File: src/verilog/wsr_pkg.sv
// package for the watchdog, sleep and reset control block
package wsr_pkg;
	// ----------------------------------------
	// register map (byte addresses)
	// ----------------------------------------
	localparam logic [7:0]  IDX_WDT_SEL  = 8'h09;
	// byte address is four times the register index
	localparam logic [11:0] ADDR_WDT_SEL = {2'h0, IDX_WDT_SEL, 2'h0};
	localparam logic [11:0] ADDR_STATUS  = 12'h100;
	localparam logic [11:0] ADDR_CONFIG  = 12'h104;
	// ----------------------------------------
	// fields and reset values
	// ----------------------------------------
	localparam int          RATIO_LSB     = 0;
	localparam int          RATIO_W       = 3;
	localparam logic [7:0]  WDT_SEL_RST   = 8'h07;
	localparam int          ST_EXP_BIT    = 0;
	localparam int          ST_SLP_BIT    = 1;
	localparam int          ST_ASLEEP_BIT = 2;
	localparam int          ST_STARTUP_BIT = 3;
	// config: [0] wdt enable, [1] use own osc, [2] paired clear, [15:8] port A wake enables
	localparam int          CFG_EN_BIT    = 0;
	localparam int          CFG_OSC_BIT   = 1;
	localparam int          CFG_PAIR_BIT  = 2;
	localparam int          CFG_WAKE_LSB  = 8;
	localparam logic [15:0] CFG_RST       = 16'h0003;
	// ----------------------------------------
	// timing
	// ----------------------------------------
	localparam int          INSTR_DIV     = 4;
	localparam int          FIXED_DIV     = 256;
	localparam int          STARTUP_CLKS  = 1024;
	localparam int          CFG_LOAD_CLKS = 16;
	localparam logic [31:0] PC_RESET      = 32'h0000_0000;
	// ----------------------------------------
	// sequencer states
	// ----------------------------------------
	typedef enum logic [1:0] {
		WSR_RUN    = 2'b00,
		WSR_SLEEP  = 2'b01,
		WSR_CFGLD  = 2'b10,
		WSR_START  = 2'b11
	} wsr_state_t;
endpackage : wsr_pkg

File: src/verilog/wsr_top.sv
// watchdog, sleep control, start-up delay and reset-cause flags
//
// Local design decision: register access over APB.
`timescale 1ns/1ps
`default_nettype none

module wsr_top #(
	parameter int STARTUP_CYC = wsr_pkg::STARTUP_CLKS,
	parameter int CFGLD_CYC   = wsr_pkg::CFG_LOAD_CLKS
) (
	// clock and reset
	input  wire logic        clk,
	input  wire logic        rstn,
	// apb slave
	input  wire logic        psel,
	input  wire logic        penable,
	input  wire logic        pwrite,
	input  wire logic [11:0] paddr,
	input  wire logic [31:0] pwdata,
	output logic             pready,
	output logic             pslverr,
	output logic [31:0]      prdata,
	// core instructions
	input  wire logic        clr_single,
	input  wire logic        clr_first,
	input  wire logic        clr_second,
	input  wire logic        sleep_instr,
	// wake sources
	input  wire logic        external_clear_pin_n,
	input  wire logic [7:0]  port_a_in,
	input  wire logic        irq_req,
	input  wire logic        irq_enabled,
	input  wire logic        stack_full,
	input  wire logic        wdt_osc_tick,
	// core control
	output logic             core_hold,
	output logic             sys_osc_stop,
	output logic             full_reset,
	output logic             warm_reset,
	output logic             resume_next,
	output logic             irq_take,
	output logic             ports_input,
	output logic             irq_disable
);
	localparam int CW = 11;

	typedef struct packed {
		wsr_pkg::wsr_state_t st;
		logic [7:0]          wsel;
		logic [15:0]         cfg;
		logic                expired;
		logic                slept;
		logic [1:0]          div4;
		logic [7:0]          fixdiv;
		logic [6:0]          pre;
		logic                arm1;
		logic                arm2;
		logic [CW-1:0]       cnt;
		logic [7:0]          pa_q;
		logic                irq_at_sleep;
		logic                wake_irq;
		logic                pin_q;
		logic                irq_go;
		logic [31:0]         rdata;
		logic                full_rst;
		logic                warm_rst;
		logic                resume;
	} wsr_state_s_t;

	wsr_state_s_t s_ff;
	wsr_state_s_t nxt_s;

	logic       wr;
	logic       rd;
	logic       wdt_en;
	logic       tick;
	logic       clr;
	logic       ovf;
	logic       pre_hit;
	logic [7:0] pa_fall;
	logic       pin_fall;

	assign wdt_en = s_ff.cfg[wsr_pkg::CFG_EN_BIT];
	assign wr     = psel && penable && pwrite;
	// read data is captured in the setup cycle so it stands at the access edge
	assign rd     = psel && !penable && !pwrite;
	assign pa_fall  = s_ff.pa_q & ~port_a_in & s_ff.cfg[wsr_pkg::CFG_WAKE_LSB +: 8];
	assign pin_fall = s_ff.pin_q && !external_clear_pin_n;

	// ----------------------------------------
	// watchdog tick and counter
	// ----------------------------------------
	always_comb begin
		// own oscillator runs in sleep; instruction clock stops with the system clock
		if (s_ff.cfg[wsr_pkg::CFG_OSC_BIT]) begin
			tick = wdt_osc_tick;
		end else begin
			tick = (s_ff.div4 == 2'(wsr_pkg::INSTR_DIV - 1))
				&& (s_ff.st != wsr_pkg::WSR_SLEEP);
		end
		tick = tick && wdt_en;
	end

	always_comb begin
		// prescaler wraps after 2^ratio base periods
		logic [2:0] r;
		logic [6:0] mask;
		r = s_ff.wsel[wsr_pkg::RATIO_LSB +: wsr_pkg::RATIO_W];
		mask = 7'((8'h01 << r) - 8'h01);
		pre_hit = ((s_ff.pre & mask) == mask);
	end

	assign ovf = tick && (s_ff.fixdiv == 8'(wsr_pkg::FIXED_DIV - 1)) && pre_hit
		&& (s_ff.st == wsr_pkg::WSR_RUN || s_ff.st == wsr_pkg::WSR_SLEEP);

	always_comb begin
		if (!wdt_en) begin
			clr = 1'b0;
		end else if (s_ff.cfg[wsr_pkg::CFG_PAIR_BIT]) begin
			clr = (s_ff.arm1 || clr_first) && (s_ff.arm2 || clr_second);
		end else begin
			clr = clr_single;
		end
	end

	// ----------------------------------------
	// next-state logic
	// ----------------------------------------
	always_comb begin
		logic wake;
		logic run;
		nxt_s = s_ff;
		wake = 1'b0;
		run = (s_ff.st == wsr_pkg::WSR_RUN);
		nxt_s.pa_q   = port_a_in;
		nxt_s.pin_q  = external_clear_pin_n;
		nxt_s.full_rst = 1'b0;
		nxt_s.warm_rst = 1'b0;
		nxt_s.resume   = 1'b0;
		nxt_s.irq_go   = 1'b0;
		nxt_s.div4 = s_ff.div4 + 2'h1;
		// watchdog divider chain
		if (tick) begin
			nxt_s.fixdiv = s_ff.fixdiv + 8'h01;
			if (s_ff.fixdiv == 8'hFF) begin
				nxt_s.pre = pre_hit ? 7'h00 : s_ff.pre + 7'h01;
			end
		end
		// pairing markers
		if (s_ff.cfg[wsr_pkg::CFG_PAIR_BIT] && wdt_en && run) begin
			nxt_s.arm1 = s_ff.arm1 || clr_first;
			nxt_s.arm2 = s_ff.arm2 || clr_second;
			if (clr) begin
				nxt_s.arm1 = 1'b0;
				nxt_s.arm2 = 1'b0;
			end
		end
		// apb writes
		if (wr && paddr == wsr_pkg::ADDR_WDT_SEL) begin
			nxt_s.wsel = pwdata[7:0];
		end
		if (wr && paddr == wsr_pkg::ADDR_CONFIG) begin
			nxt_s.cfg = pwdata[15:0];
		end
		nxt_s.rdata = 32'h0000_0000;
		if (rd) begin
			case (paddr)
				wsr_pkg::ADDR_WDT_SEL: nxt_s.rdata = {24'h000000, s_ff.wsel};
				wsr_pkg::ADDR_CONFIG:  nxt_s.rdata = {16'h0000, s_ff.cfg};
				wsr_pkg::ADDR_STATUS:  nxt_s.rdata = {28'h0000000,
					s_ff.st == wsr_pkg::WSR_START || s_ff.st == wsr_pkg::WSR_CFGLD,
					s_ff.st == wsr_pkg::WSR_SLEEP, s_ff.slept, s_ff.expired};
				default:               nxt_s.rdata = 32'h0000_0000;
			endcase
		end
		if (s_ff.cnt != '0) begin
			nxt_s.cnt = s_ff.cnt - CW'(1);
		end
		case (s_ff.st)
			wsr_pkg::WSR_RUN: begin
				// interrupt entry one cycle after the start-up delay has ended
				if (s_ff.wake_irq) begin
					nxt_s.irq_go = 1'b1;
					nxt_s.wake_irq = 1'b0;
				end
				if (clr) begin
					nxt_s.fixdiv = 8'h00;
					nxt_s.pre = 7'h00;
					if (!s_ff.cfg[wsr_pkg::CFG_PAIR_BIT]) begin
						nxt_s.slept = 1'b0;
					end
				end
				if (!external_clear_pin_n) begin
					// pin reset while running leaves flags
					nxt_s.fixdiv = 8'h00;
					nxt_s.arm1 = 1'b0;
					nxt_s.arm2 = 1'b0;
					nxt_s.pre = 7'h00;
					nxt_s.full_rst = 1'b1;
					nxt_s.st = wsr_pkg::WSR_CFGLD;
					nxt_s.cnt = CW'(CFGLD_CYC);
				end else if (ovf) begin
					nxt_s.expired = 1'b1;
					nxt_s.full_rst = 1'b1;
					nxt_s.arm1 = 1'b0;
					nxt_s.arm2 = 1'b0;
					nxt_s.wsel = wsr_pkg::WDT_SEL_RST;
					nxt_s.fixdiv = 8'h00;
					nxt_s.pre = 7'h00;
					nxt_s.st = wsr_pkg::WSR_CFGLD;
					nxt_s.cnt = CW'(CFGLD_CYC);
				end else if (sleep_instr) begin
					nxt_s.slept = 1'b1;
					nxt_s.expired = 1'b0;
					nxt_s.fixdiv = 8'h00;
					nxt_s.pre = 7'h00;
					nxt_s.irq_at_sleep = irq_req;
					nxt_s.st = wsr_pkg::WSR_SLEEP;
				end
			end
			wsr_pkg::WSR_SLEEP: begin
				nxt_s.wake_irq = 1'b0;
				if (!irq_req) begin
					nxt_s.irq_at_sleep = 1'b0;
				end
				if (!external_clear_pin_n) begin
					nxt_s.expired = 1'b0; // pin wake 0,1
					nxt_s.arm1 = 1'b0;
					nxt_s.arm2 = 1'b0;
					nxt_s.full_rst = 1'b1;
					nxt_s.wsel = wsr_pkg::WDT_SEL_RST;
					nxt_s.fixdiv = 8'h00;
					nxt_s.pre = 7'h00;
					nxt_s.st = wsr_pkg::WSR_CFGLD;
					nxt_s.cnt = CW'(CFGLD_CYC);
				end else if (ovf) begin
					nxt_s.expired = 1'b1;
					nxt_s.warm_rst = 1'b1;
					wake = 1'b1;
				end else if (irq_req && !s_ff.irq_at_sleep) begin
					nxt_s.wake_irq = irq_enabled && !stack_full;
					wake = 1'b1;
				end else if (pa_fall != 8'h00) begin
					wake = 1'b1;
				end
				if (wake) begin
					nxt_s.st = wsr_pkg::WSR_START;
					nxt_s.cnt = CW'(STARTUP_CYC - 1);
				end
			end
			wsr_pkg::WSR_CFGLD: begin
				if (s_ff.cnt == '0) begin
					nxt_s.st = wsr_pkg::WSR_START;
					nxt_s.cnt = CW'(STARTUP_CYC - 1);
				end
			end
			wsr_pkg::WSR_START: begin
				if (s_ff.cnt == '0) begin
					nxt_s.st = wsr_pkg::WSR_RUN;
					nxt_s.resume = !s_ff.wake_irq;
				end
			end
			default: nxt_s.st = wsr_pkg::WSR_RUN;
		endcase
		if (!pin_fall && !external_clear_pin_n && s_ff.st == wsr_pkg::WSR_CFGLD) begin
			nxt_s.cnt = CW'(CFGLD_CYC); // hold while pin low
			nxt_s.fixdiv = 8'h00;
			nxt_s.pre = 7'h00;
		end
	end

	// ----------------------------------------
	// state register
	// ----------------------------------------
	always_ff @(posedge clk) begin
		if (!rstn) begin
			s_ff          <= '0; // power-up flags 0,0
			s_ff.st       <= wsr_pkg::WSR_CFGLD;
			s_ff.cnt      <= CW'(CFGLD_CYC);
			s_ff.wsel     <= wsr_pkg::WDT_SEL_RST;
			s_ff.cfg      <= wsr_pkg::CFG_RST;
			s_ff.pin_q    <= 1'b1;
			s_ff.pa_q     <= 8'hFF;
			s_ff.full_rst <= 1'b1;
		end else begin
			s_ff <= nxt_s;
		end
	end

	// ----------------------------------------
	// outputs
	// ----------------------------------------
	assign pready       = 1'b1;
	assign pslverr      = 1'b0;
	assign prdata       = s_ff.rdata;
	assign core_hold    = (s_ff.st != wsr_pkg::WSR_RUN) || s_ff.wake_irq;
	assign sys_osc_stop = (s_ff.st == wsr_pkg::WSR_SLEEP);
	assign full_reset   = s_ff.full_rst;
	assign warm_reset   = s_ff.warm_rst;
	assign resume_next  = s_ff.resume;
	assign irq_take     = s_ff.irq_go;
	assign ports_input  = s_ff.full_rst;
	assign irq_disable  = s_ff.full_rst;
endmodule : wsr_top

`default_nettype wire

File: config.mk
export PLATFORM = sky130hd
export DESIGN_NAME = wsr_top
export DESIGN_NICKNAME = d
export VERILOG_FILES = /design/src/verilog/wsr_pkg.sv /design/src/verilog/wsr_top.sv
export SDC_FILE = /design/constraint.sdc
export NUM_CORES = 1
export LEC_CHECK = 0
export BUFFER_PORTS_ARGS = -buffer_cell sky130_fd_sc_hd__buf_2
export CORE_ASPECT_RATIO = 1.4
export CORE_MARGIN = 5
export CORE_UTILIZATION = 49
export CTS_BUF_LIST = sky130_fd_sc_hd__clkbuf_4 sky130_fd_sc_hd__clkbuf_8
export DETAILED_ROUTE_END_ITERATION = 6
export PLACE_DENSITY_LB_ADDON = 0.05
export SLEW_MARGIN = 20
export SYNTH_ARGS = -nofsm -noshare
export SYNTH_HDL_FRONTEND = slang
export SYNTH_SLANG_ARGS = --single-unit
File: constraint.sdc
create_clock -name clk -period 2.1 [get_ports clk]
set_input_delay 0.105 -clock clk [delete_from_list [all_inputs] [get_ports clk]]
set_output_delay 0.105 -clock clk [all_outputs]
set_load 0.005 [all_outputs]
==> summary.md, run 1 <==
| Metric | Value |
|---|---|
| Async SR Flop Fraction | 0 |
| Crit Path Class | flop to flop |
| Reg2reg start | s_ff[52]$_SDFF_PP0_ |
| Pwr Total | 4.00 mW |
| H-tree depth | 3 |
| DRC errors left | 0 |
| Distinct cells, synth | 60 |
| RSZ-0062 raised after global routing | yes |
| Post-Layout Cell Count | 665 |
| Skew final | 0.00839 ns |
| Crit share post-route | 0.998 |
| Placed cells | 630 |
| Hold slack | 0.0206 ns |
| I/O pins | 108 |
| Ys Warns | 0 |
| Ys flop type | dfxtp_1 |
| Initial antenna violation count | 0 |
| Crit path largest cell delay | 0.53 ns |
| VDD IR-drop max | 581 uV |
| Via Count | 3452 |
| TritonCTS Buffers | 9 |
| Post-Route WL | 9450 um |
| IO Port Bufs | 73 |
| Gp weighted congestion | 0.787 |
| LEAKAGE | 2.12 nW |
| Area Growth Syn to Fin | 25.0% |
| Max-slew violations | 0 |
| CP startpoint kind | flop |
| Post-synth EDFFs | 0 |
| Seq cells post-synth | 89 |
| Die Area | 10300 sq um |
| Clock Tree Buf Depth | 2 |
| Total gr overflow | 0 |
| Initial Utilization | 0.501 |
| Avg WL per Cell | 14.2 um |
| Largest net degree at the start of global routing | 21 |
| Filler cell count | 718 |
| Final Setup Violations | 0 |
| Critical path endpoint | s_ff[52]$_SDFF_PP0_ |
| Clock Latency Late Sink | 0.36 ns |
| Vias in the first global route | 3417 |
| Sequential fraction of the synthesis area | 0.437 |
| Rows | 39 |
| Min Tclk post-route | 2.10 ns |
| Worst reg2reg path depth | 8 |
| Multi-input gate area | 2040 sq um |
| Vias/cell | 5.19 |
| Core box area | 8150 sq um |
| First-pass GRT wire length | 15500 um |
| Synth Area per Inst | 9.15 sq um |
| Max-cap violations | 0 |
| Fin nets | 630 |
| RR Endpoint | s_ff[52]$_SDFF_PP0_ |
| Fmax | 0.477 GHz |
| CP Data Required Time | 2.38 ns |
| DP Wirelength | 7000 um |
| CTS tree | yes |
| Post-Syn Area | 4080 sq um |
| Layout cells sized above 1 | 0.290 |
| Hold Path Class | primary input to flop |
| 1st-iter DRT viols | 137 |
| Worst path cell trace | or4_4 -> or3_4 -> nor3_4 -> inv_4 -> nor2_2 -> a31oi_2 -> buf_4 -> o22ai_1 |
| CTS clk-pin slew, worst paths | 0.08 ns |
| CTS root buf | clkbuf_8 |
| Routed Antenna Nets | 0 |
| FF-to-FF setup slack | 0.004 ns |
| Die Height | 118 um |
| Antenna fix cells | 0 |
| Die Wd | 87.1 um |
| Clock Sink Count | 89 |
| Slowest stage cell, crit path | or4_4 |
| Crit path from | s_ff[52]$_SDFF_PP0_ |
| DRT Pass-1 Iters | 4 |
| GRT Total Usage | 0.188 |
| WP data arrival | 2.37 ns |
| Pwr Density | 784 nW/um^2 |
| Register area | 1790 sq um |
| Status | complete, no violations |
| Post-Synthesis Cells | 446 |
| Final Hold Viols | 0 |
| Crit-path max FO | 4 |
| CP Capture Type | flop |
state kept, by name, summed over array words and instances, names as in the netlist:
signal       flops
full_reset       1
warm_reset       1
s_ff            69
resume_next      1
irq_take         1
prdata          16
per-stage QoR:
stage          setup TNS, ns  utilization  area (sq um)  worst slack, ns
2_1_floorplan         -0.334            -          4160           -0.150
3_3_place_gp          -0.113        0.571          4660          -0.0572
3_5_place_dp          -0.263        0.571          4660          -0.0816
4_1_cts                    0        0.620          5050          0.00280
5_1_grt               -0.475        0.626          5100          -0.0945
6_report                   0        0.626          5100          0.00360
logic make-up after synthesis:
logic type	after synthesis	synth area share
DFF	89	0.437
xor gates and xnor gates	16	0.0343
AOI/OAI and AO/OA	73	0.118
muxes	22	0.0540
and+or+nand+nor	177	0.247
buffers and inverters	62	0.0923
adders and majority gates	5	0.0153
other	2	0.00184
where the power goes:
| group | internal (mW) | total [mW] | switching, mW |
|---|---|---|---|
| clock network | 0.573 | 1.16 | 0.582 |
| logic | 0.544 | 0.987 | 0.443 |
| registers | 1.79 | 1.86 | 0.0640 |
worst max-delay path: cells and delay by family, from the launching register on:
kind            cells  cell delay (ns)
compound gates      2             0.22
simple gates        4             1.24
flops               1             0.33
buf+inv             2             0.24
cell usage in the layout, fill, tap and decap left out, types with 5 or more instances in the layout:
master	Yosys	layout
a21oi_1	14	14
a22oi_1	5	5
and2_1	12	12
and3_1	6	6
and4_1	6	6
buf_2	5	73
buf_4	36	41
clkbuf_8	0	10
conb_1	2	18
dfxtp_1	89	86
dlygate4sd3_1	0	19
inv_1	11	9
mux2i_1	22	22
nand2_1	27	27
nand2b_1	11	11
nand3_1	7	7
nand3b_1	6	6
nand4_1	6	6
nor2_1	35	34
nor2b_1	21	21
nor3_1	12	12
o21ai_0	13	12
o21ai_1	4	5
xnor2_1	9	8
xor2_1	7	7
synthesized netlist by cell type, types with 6 or more instances:
cell type | instances | area share
o21ai_0 | 13 | 0.016
nor3_1 | 12 | 0.015
inv_1 | 11 | 0.010
and2_1 | 12 | 0.018
nor2_1 | 35 | 0.032
nand3b_1 | 6 | 0.011
xnor2_1 | 9 | 0.019
clkbuf_1 | 9 | 0.0083
and3_1 | 6 | 0.0092
buf_4 | 36 | 0.066
a21oi_1 | 14 | 0.017
and4_1 | 6 | 0.013
nor2b_1 | 21 | 0.032
nand2b_1 | 11 | 0.017
mux2i_1 | 22 | 0.054
xor2_1 | 7 | 0.015
a31oi_1 | 6 | 0.0092
nand3_1 | 7 | 0.0086
dfxtp_1 | 89 | 0.44
nand4_1 | 6 | 0.0092
nand2_1 | 27 | 0.025
how the worst min path moves through the flow:
stage	startpoint	end	depth (start not counted)
2_1_floorplan	port_a_in[0]	s_ff[39]$_SDFF_PN1_	2
3_3_place_gp	port_a_in[5]	s_ff[44]$_SDFF_PN1_	2
3_5_place_dp	port_a_in[4]	s_ff[43]$_SDFF_PN1_	3
4_1_cts	pwdata[3]	s_ff[98]$_SDFF_PN0_	3
5_1_grt	pwdata[10]	s_ff[89]$_SDFFE_PN0P_	3
6_report	pwdata[3]	s_ff[98]$_SDFF_PN0_	3
cell type report:
cell class / count / share of cell area
inverters: 12 / 0.00932
multi-input cells: 311 / 0.400
repair buffers: 136 / 0.178
clock inverters: 5 / 0.0110
well taps: 102 / 0.0250
clock buffers: 10 / 0.0270
flip-flops and latches: 89 / 0.350
metal layers:
metal | vias up | part of all wire | global-route usage
met2 | 74 | 0.53 | 0.338
li1 | 1738 | - | -
met1 | 1628 | 0.40 | 0.217
met3 | 12 | 0.046 | 0.0252
met4 | 0 | 0.019 | 0.0806
met5 | - | 0 | 0
repair_timing:
| item | 4_1_cts | 5_1_grt |
|---|---|---|
| endpoints found under the hold margin | 21 | 0 |
| hold buffers | 19 | 0 |
| cloned | 0 | 0 |
| pin swaps | 2 | 0 |
| endpoints found under the setup margin | 9 | 18 |
| gates resized for setup | 3 | 9 |
| setup buffers | 0 | 1 |
Note: power is estimated with default switching activity, not from simulation.
==> run 2, diff against run 1 <==
SETUP_SLACK_MARGIN = 0.3   (was unset)
==> run 2 against run 1 <==
Effect of this change:
- die area unchanged
- utilization increased by 1.9 points
- critical path depth decreased by 1
- design area increased by 3.1%
- first-iteration DRC count decreased by 2.9%
- count of clock-buffer cells in the layout unchanged
- largest power group unchanged
==> summary.md, run 2 (synthesis results as in run 1) <==
| Metric | Value |
|---|---|
| Status | complete, no violations (unchanged) |
| VDD IR-drop max | 501 uV (was 581 uV) |
| Crit path largest cell delay | 0.53 ns (about the same) |
| FF-to-FF setup slack | 0.01 ns (was 0.004 ns) |
| H-tree depth | 3 (unchanged) |
| CP startpoint kind | flop (unchanged) |
| Die Area | 10300 sq um (unchanged) |
| Initial antenna violation count | 0 (unchanged) |
| Final Setup Violations | 0 (unchanged) |
| IO Port Bufs | 73 (unchanged) |
| Slowest stage cell, crit path | or4_4 (unchanged) |
| Die Wd | 87.1 um (unchanged) |
| TritonCTS Buffers | 9 (unchanged) |
| Top reg by flops | s_ff (unchanged) |
| LEAKAGE | 2.18 nW (was 2.12 nW) |
| Avg WL per Cell | 14.5 um (was 14.2 um) |
| Hold slack | 0.00845 ns (was 0.0206 ns) |
| Total gr overflow | 0 (unchanged) |
| Crit Path Class | flop to flop (unchanged) |
| Gp weighted congestion | 0.819 (was 0.787) |
| Commonest cells after routing, fill and taps aside | 76 x dfxtp_1, 73 x buf_2, 44 x buf_4 (was 86 x dfxtp_1, 73 x buf_2, 41 x buf_4) |
| RR Endpoint | s_ff[51]$_SDFF_PP1_ (was s_ff[52]$_SDFF_PP0_) |
| First-pass GRT wire length | 15700 um (was 15500 um) |
| Clock Latency Late Sink | 0.36 ns (about the same) |
| Layout cells sized above 1 | 0.338 (was 0.290) |
| Worst reg2reg path depth | 7 (was 8) |
| Hold_sp | pwdata[5] (was pwdata[3]) |
| DRC errors left | 0 (unchanged) |
| Post-Route WL | 9710 um (was 9450 um) |
| CTS tree | yes (unchanged) |
| RSZ-0062 raised after global routing | yes (unchanged) |
| Antenna fix cells | 0 (unchanged) |
| Core box area | 8150 sq um (unchanged) |
| Most common cell after layout, fill and taps aside | dfxtp_1 (unchanged) |
| Final worst slack | 0.0129 ns (was 0.00360 ns) |
| Dpl ws | -0.0817 ns (was -0.0816 ns) |
| Clock Sink Count | 89 (unchanged) |
| Hold EP | s_ff[100]$_SDFF_PN0_ (was s_ff[98]$_SDFF_PN0_) |
| CP Data Required Time | 2.34 ns (was 2.38 ns) |
| 1st-iter DRT viols | 133 (was 137) |
| DRT Pass-1 Iters | 4 (unchanged) |
| Routed Antenna Nets | 0 (unchanged) |
| Worst path cell trace | or4_4 -> or3_4 -> nor3_4 -> inv_4 -> nand2_2 -> xnor2_1 -> or3b_1 (was or4_4 -> or3_4 -> nor3_4 -> inv_4 -> nor2_2 -> a31oi_2 -> buf_4 -> o22ai_1) |
| Vias in the first global route | 3359 (was 3417) |
| Skew final | 0.00763 ns (was 0.00839 ns) |
| Fmax | 0.479 GHz (was 0.477 GHz) |
| Hold Path Class | primary input to flop (unchanged) |
| Final Hold Viols | 0 (unchanged) |
| WP data arrival | 2.33 ns (was 2.37 ns) |
| Max-cap violations | 0 (unchanged) |
| CTS root buf | clkbuf_8 (unchanged) |
| Vias/cell | 5.12 (was 5.19) |
| Max-slew violations | 0 (unchanged) |
| Reg2reg start | s_ff[51]$_SDFF_PP1_ (was s_ff[52]$_SDFF_PP0_) |
| CTS clk-pin slew, worst paths | 0.08 ns (about the same) |
| Die Height | 118 um (unchanged) |
| CP Capture Type | flop (unchanged) |
| Crit share post-route | 0.994 (was 0.998) |
| DP Wirelength | 6990 um (was 7000 um) |
| Via Count | 3431 (was 3452) |
| Crit-path max FO | 4 (unchanged) |
| Fin nets | 635 (was 630) |
| Clock Tree Buf Depth | 2 (unchanged) |
| Largest register FFs | 69 (unchanged) |
| Hold Path Depth | 3 (unchanged) |
| Filler cell count | 748 (was 718) |
| Pwr Density | 765 nW/um^2 (was 784 nW/um^2) |
| GRT Total Usage | 0.190 (was 0.188) |
| Min Tclk post-route | 2.09 ns (was 2.10 ns) |
| Setup TNS | 0 ns (unchanged) |
| I/O pins | 108 (unchanged) |
| Area Growth Syn to Fin | 28.9% (was 25.0%) |
| Largest net degree at the start of global routing | 35 (was 21) |
| Rows | 39 (unchanged) |
| Initial Utilization | 0.501 (unchanged) |
run 2: repair_timing:
item | CTS | global route
setup endpoints to repair | 39 | 42
gates resized for setup | 24 | 22
hold buffers | 19 | 0
setup buffers | 6 | 6
pin swaps | 16 | 7
hold endpoints to repair | 21 | 0
run 2: cell type report:
class                   count  area [sq um]  share of cell area
clock buffers              10           131              0.0250
well taps                 102           128              0.0243
inverters                  12          47.5             0.00904
multi-input cells         311          2150               0.409
flip-flops and latches     89          1800               0.342
repair buffers            141           942               0.179
clock inverters             5          57.6              0.0109
run 2: how the worst max path moves through the flow:
stage | startpoint | end | slack, ns | depth (start not counted)
floorplan | s_ff[48]$_SDFF_PP0_ | s_ff[51]$_SDFF_PP1_ | -0.15 | 9
global placement | s_ff[48]$_SDFF_PP0_ | s_ff[103]$_SDFFE_PN0P_ | -0.07 | 9
detailed placement | s_ff[48]$_SDFF_PP0_ | s_ff[51]$_SDFF_PP1_ | -0.08 | 9
CTS | s_ff[51]$_SDFF_PP1_ | s_ff[51]$_SDFF_PP1_ | -0.002 | 7
global route | s_ff[51]$_SDFF_PP1_ | s_ff[51]$_SDFF_PP1_ | -0.12 | 7
finish | s_ff[51]$_SDFF_PP1_ | s_ff[51]$_SDFF_PP1_ | 0.01 | 7
run 2: critical path, delay by kind of cell, from the launching register on:
| family | cells | cell delay (ns) |
|---|---|---|
| AND/OR/NAND/NOR | 5 | 1.53 |
| flip-flops | 1 | 0.33 |
| buffers and inverters | 1 | 0.06 |
| XOR/XNOR | 1 | 0.05 |
run 2: layer usage:
metal	track usage	part of all wire
met1	0.221	0.41
met3	0.0287	0.041
met2	0.330	0.53
met4	0.0969	0.024
met5	0	0
run 2: power by group:
group / switching (mW) / internal, mW / leakage, nW / total [mW]
registers: 0.0731 / 1.80 / 0.725 / 1.87
clock network: 0.592 / 0.557 / 0.0995 / 1.15
logic: 0.441 / 0.561 / 1.35 / 1.00
total: 1.11 / 2.91 / 2.18 / 4.02
run 2: per-stage QoR:
stage	std cells	util	total power, mW	cell area (sq um)
finish	670	0.645	4.02	5260
global route	670	0.645	4.27	5260
CTS	664	0.630	4.02	5130
detailed placement	624	0.568	2.80	4630
global placement	624	0.568	2.78	4630
floorplan	462	-	2.50	4210
==> run 3, diff against run 2 <==
ABC_AREA = 1   (was unset)
CORE_UTILIZATION = 50   (was 49)
==> run 3 against run 2 <==
Effect of this change:
- sequential cell count did not move
- total power rose by 7.4%
- clock skew rose by 0.0013 ns
- clock power rose by 3%
- final cell count rose by 15%
- synthesized cell count rose by 27%
==> summary.md, run 3 <==
| Metric | Value |
|---|---|
| Skew final | 0.00895 ns (was 0.00763 ns) |
| Post-layout util | 0.610 (was 0.645) |
| Async SR Flop Fraction | 0 (unchanged) |
| Routed Antenna Nets | 0 (unchanged) |
| Worst-Margin Slew | 0.561 ns |
| DRC errors left | 0 (unchanged) |
| Initial antenna violation count | 0 (unchanged) |
| IO Port Bufs | 73 (unchanged) |
| Max-cap violations | 0 (unchanged) |
| DP Wirelength | 7300 um (was 6990 um) |
| Avg WL per Cell | 12.9 um (was 14.5 um) |
| Hold Path Class | primary input to flop (unchanged) |
| Fin nets | 733 (was 635) |
| Crit-path max FO | 6 (was 4) |
| Vias in the first global route | 3588 (was 3359) |
| Most common cell after layout, fill and taps aside | nor2_1 (was dfxtp_1) |
| RSZ-0062 raised after global routing | yes (unchanged) |
| Top-count cell post-synth | dfxtp_1 (unchanged) |
| Synth Area per Inst | 7.61 sq um (was 9.15 sq um) |
| Vias/cell | 4.95 (was 5.12) |
| Hold EP | s_ff[87]$_SDFFE_PN0P_ (was s_ff[100]$_SDFF_PN0_) |
| Dpl ws | 0.274 ns (was -0.0817 ns) |
| DRT Pass-1 Iters | 6 (was 4) |
| GRT Total Usage | 0.194 (was 0.190) |
| CTS clk-pin slew, worst paths | 0.09 ns (was 0.08 ns) |
| Reg2reg start | s_ff[68]$_SDFF_PP0_ (was s_ff[51]$_SDFF_PP1_) |
| Clock Tree Buf Depth | 2 (unchanged) |
| TritonCTS Buffers | 9 (unchanged) |
| Hold slack | 0.0139 ns (was 0.00845 ns) |
| Pwr Total | 4.32 mW (was 4.02 mW) |
| FF-to-FF setup slack | 0.37 ns (was 0.01 ns) |
| WP data arrival | 2.04 ns (was 2.33 ns) |
| Initial Utilization | 0.508 (was 0.501) |
| First-pass GRT wire length | 16200 um (was 15700 um) |
| Hold_sp | pwdata[8] (was pwdata[5]) |
| Largest net degree at the start of global routing | 21 (was 35) |
| CTS root buf | clkbuf_8 (unchanged) |
| Final worst slack | 0.370 ns (was 0.0129 ns) |
| Synth top area cells | dfxtp_1 41%, nor2_1 7.5%, nand2_1 7.1%, buf_4 6.3%, inv_1 6.1% (was dfxtp_1 44%, buf_4 6.6%, mux2i_1 5.4%, nor2_1 3.2%, nor2b_1 3.2%) |
| Register area | 1800 sq um (about the same) |
| Die Area | 10600 sq um (was 10300 sq um) |
| Post-Syn Area | 4320 sq um (was 4080 sq um) |
| Rows | 40 (was 39) |
| Multi-input gate area | 2080 sq um (was 2150 sq um) |
| Final Setup Violations | 0 (unchanged) |
| Crit Path Class | flop to flop (unchanged) |
| Min Tclk post-route | 1.73 ns (was 2.09 ns) |
| Clock Latency Late Sink | 0.37 ns (was 0.36 ns) |
| Antenna fix cells | 0 (unchanged) |
| Final Hold Viols | 0 (unchanged) |
| Seq cells post-synth | 89 (unchanged) |
| Die Height | 120 um (was 118 um) |
| Layout cells sized above 1 | 0.258 (was 0.338) |
| Leading area contributor after synthesis | dfxtp_1 (unchanged) |
| Fmax | 0.578 GHz (was 0.479 GHz) |
| Commonest cells after routing, fill and taps aside | 83 x nor2_1, 81 x nand2_1, 77 x dfxtp_1 (was 76 x dfxtp_1, 73 x buf_2, 44 x buf_4) |
| 1st-iter DRT viols | 191 (was 133) |
| Via Count | 3819 (was 3431) |
| Post-Layout Cell Count | 772 (was 670) |
| LEAKAGE | 2.47 nW (was 2.18 nW) |
| Ys flop type | dfxtp_1 (unchanged) |
| Synth top area share | 0.412 (was 0.437) |
| Post-Route WL | 9970 um (was 9710 um) |
| Largest register FFs | 69 (unchanged) |
| Crit share post-route | 0.824 (was 0.994) |
| Top post-synthesis cells by count | 89 x dfxtp_1, 86 x nor2_1, 82 x nand2_1 (was 89 x dfxtp_1, 36 x buf_4, 35 x nor2_1) |
| Setup TNS | 0 ns (unchanged) |
| Cell area after layout | 5190 sq um (was 5260 sq um) |
| H-tree depth | 3 (unchanged) |
| Distinct cells, synth | 45 (was 60) |
| VDD IR-drop max | 582 uV (was 501 uV) |
| Area post-placement | 4660 sq um (was 4630 sq um) |
| Die Wd | 88.6 um (was 87.1 um) |
| Ys Warns | 0 (unchanged) |
| I/O pins | 108 (unchanged) |
| Gp weighted congestion | 0.825 (was 0.819) |
| Max-slew violations | 0 (unchanged) |
| Sequential fraction of the synthesis area | 0.412 (was 0.437) |
| Filler cell count | 814 (was 748) |
| Placed cells | 730 (was 624) |
| CP Capture Type | flop (unchanged) |
| RR Endpoint | s_ff[96]$_SDFF_PN1_ (was s_ff[51]$_SDFF_PP1_) |
| Pwr Density | 831 nW/um^2 (was 765 nW/um^2) |
| Post-Synthesis Cells | 568 (was 446) |
| Top reg by flops | s_ff (unchanged) |
| Worst reg2reg path depth | 9 (was 7) |
| Hold Path Depth | 3 (unchanged) |
| Total gr overflow | 0 (unchanged) |
| Post-synth EDFFs | 0 (unchanged) |
| Rel. slew slack | 0.623 |
| CTS tree | yes (unchanged) |
| CP startpoint kind | flop (unchanged) |
| Area Growth Syn to Fin | 20.1% (was 28.9%) |
| Clock Sink Count | 89 (unchanged) |
| CP Data Required Time | 2.41 ns (was 2.34 ns) |
| Core box area | 8510 sq um (was 8150 sq um) |
| Status | complete, no violations (unchanged) |
-- run 3: cell type report --
type,count,share of cell area
clock buffers,10,0.0253
clock inverters,6,0.0130
inverters,75,0.0564
multi-input cells,376,0.400
flip-flops and latches,89,0.347
well taps,105,0.0253
repair buffers,111,0.133
-- run 3: cells by family (layout without fill, tap and decap cells) --
kind of cell | count (synthesis) | count (layout) | share of synthesized area
xor gates and xnor gates | 15 | 15 | 0.0304
adders and majority gates | 5 | 5 | 0.0145
DFF | 89 | 89 | 0.412
AOI/OAI and AO/OA | 57 | 57 | 0.0856
buffers and inverters | 119 | 202 | 0.138
and+or+nand+nor | 280 | 280 | 0.315
muxes | 1 | 1 | 0.00231
other | 2 | 18 | 0.00174
-- run 3: worst max path at each step --
stage | start | end | cells after the start
5_1_grt | s_ff[72]$_SDFF_PP0_ | s_ff[96]$_SDFF_PN1_ | 10
3_5_place_dp | s_ff[104]$_SDFFE_PN1P_ | s_ff[74]$_SDFF_PP0_ | 8
2_1_floorplan | s_ff[47]$_SDFF_PP0_ | s_ff[47]$_SDFF_PP0_ | 10
4_1_cts | s_ff[67]$_SDFF_PP0_ | s_ff[96]$_SDFF_PN1_ | 9
3_3_place_gp | s_ff[104]$_SDFFE_PN1P_ | s_ff[95]$_SDFF_PN1_ | 12
6_report | s_ff[68]$_SDFF_PP0_ | s_ff[96]$_SDFF_PN1_ | 9
-- run 3: power by group --
part	switching (mW)	total, mW	internal, mW
Combinational	0.694	1.19	0.491
Sequential	0.116	1.94	1.82
Clock	0.625	1.19	0.567
Total	1.44	4.32	2.88
-- run 3: critical path, stage by stage, from the launching register on --
cell and delay (ns):
dfxtp_1 0.35, ha_2 0.19, nand4_1 0.20, nor2_8 0.26, nand3_4 0.11, nand2_4 0.09
inv_4 0.04, o21ai_4 0.25, inv_2 0.10, nand3_2 0.08
-- run 3: layer usage --
metal	vias to the layer above	GRT usage	routed length [um]
met5	-	0	0
met4	0	0.0860	231
met3	17	0.0323	508
met2	82	0.330	5090
met1	1755	0.234	4140
li1	1965	-	-
-- run 3: repair_timing --
action / CTS / global route
setup buffers: 1 / 9
setup endpoints to repair: 30 / 35
resized for setup: 2 / 32
hold buffers: 16 / 0
pin swaps: 1 / 10
hold endpoints to repair: 18 / 0
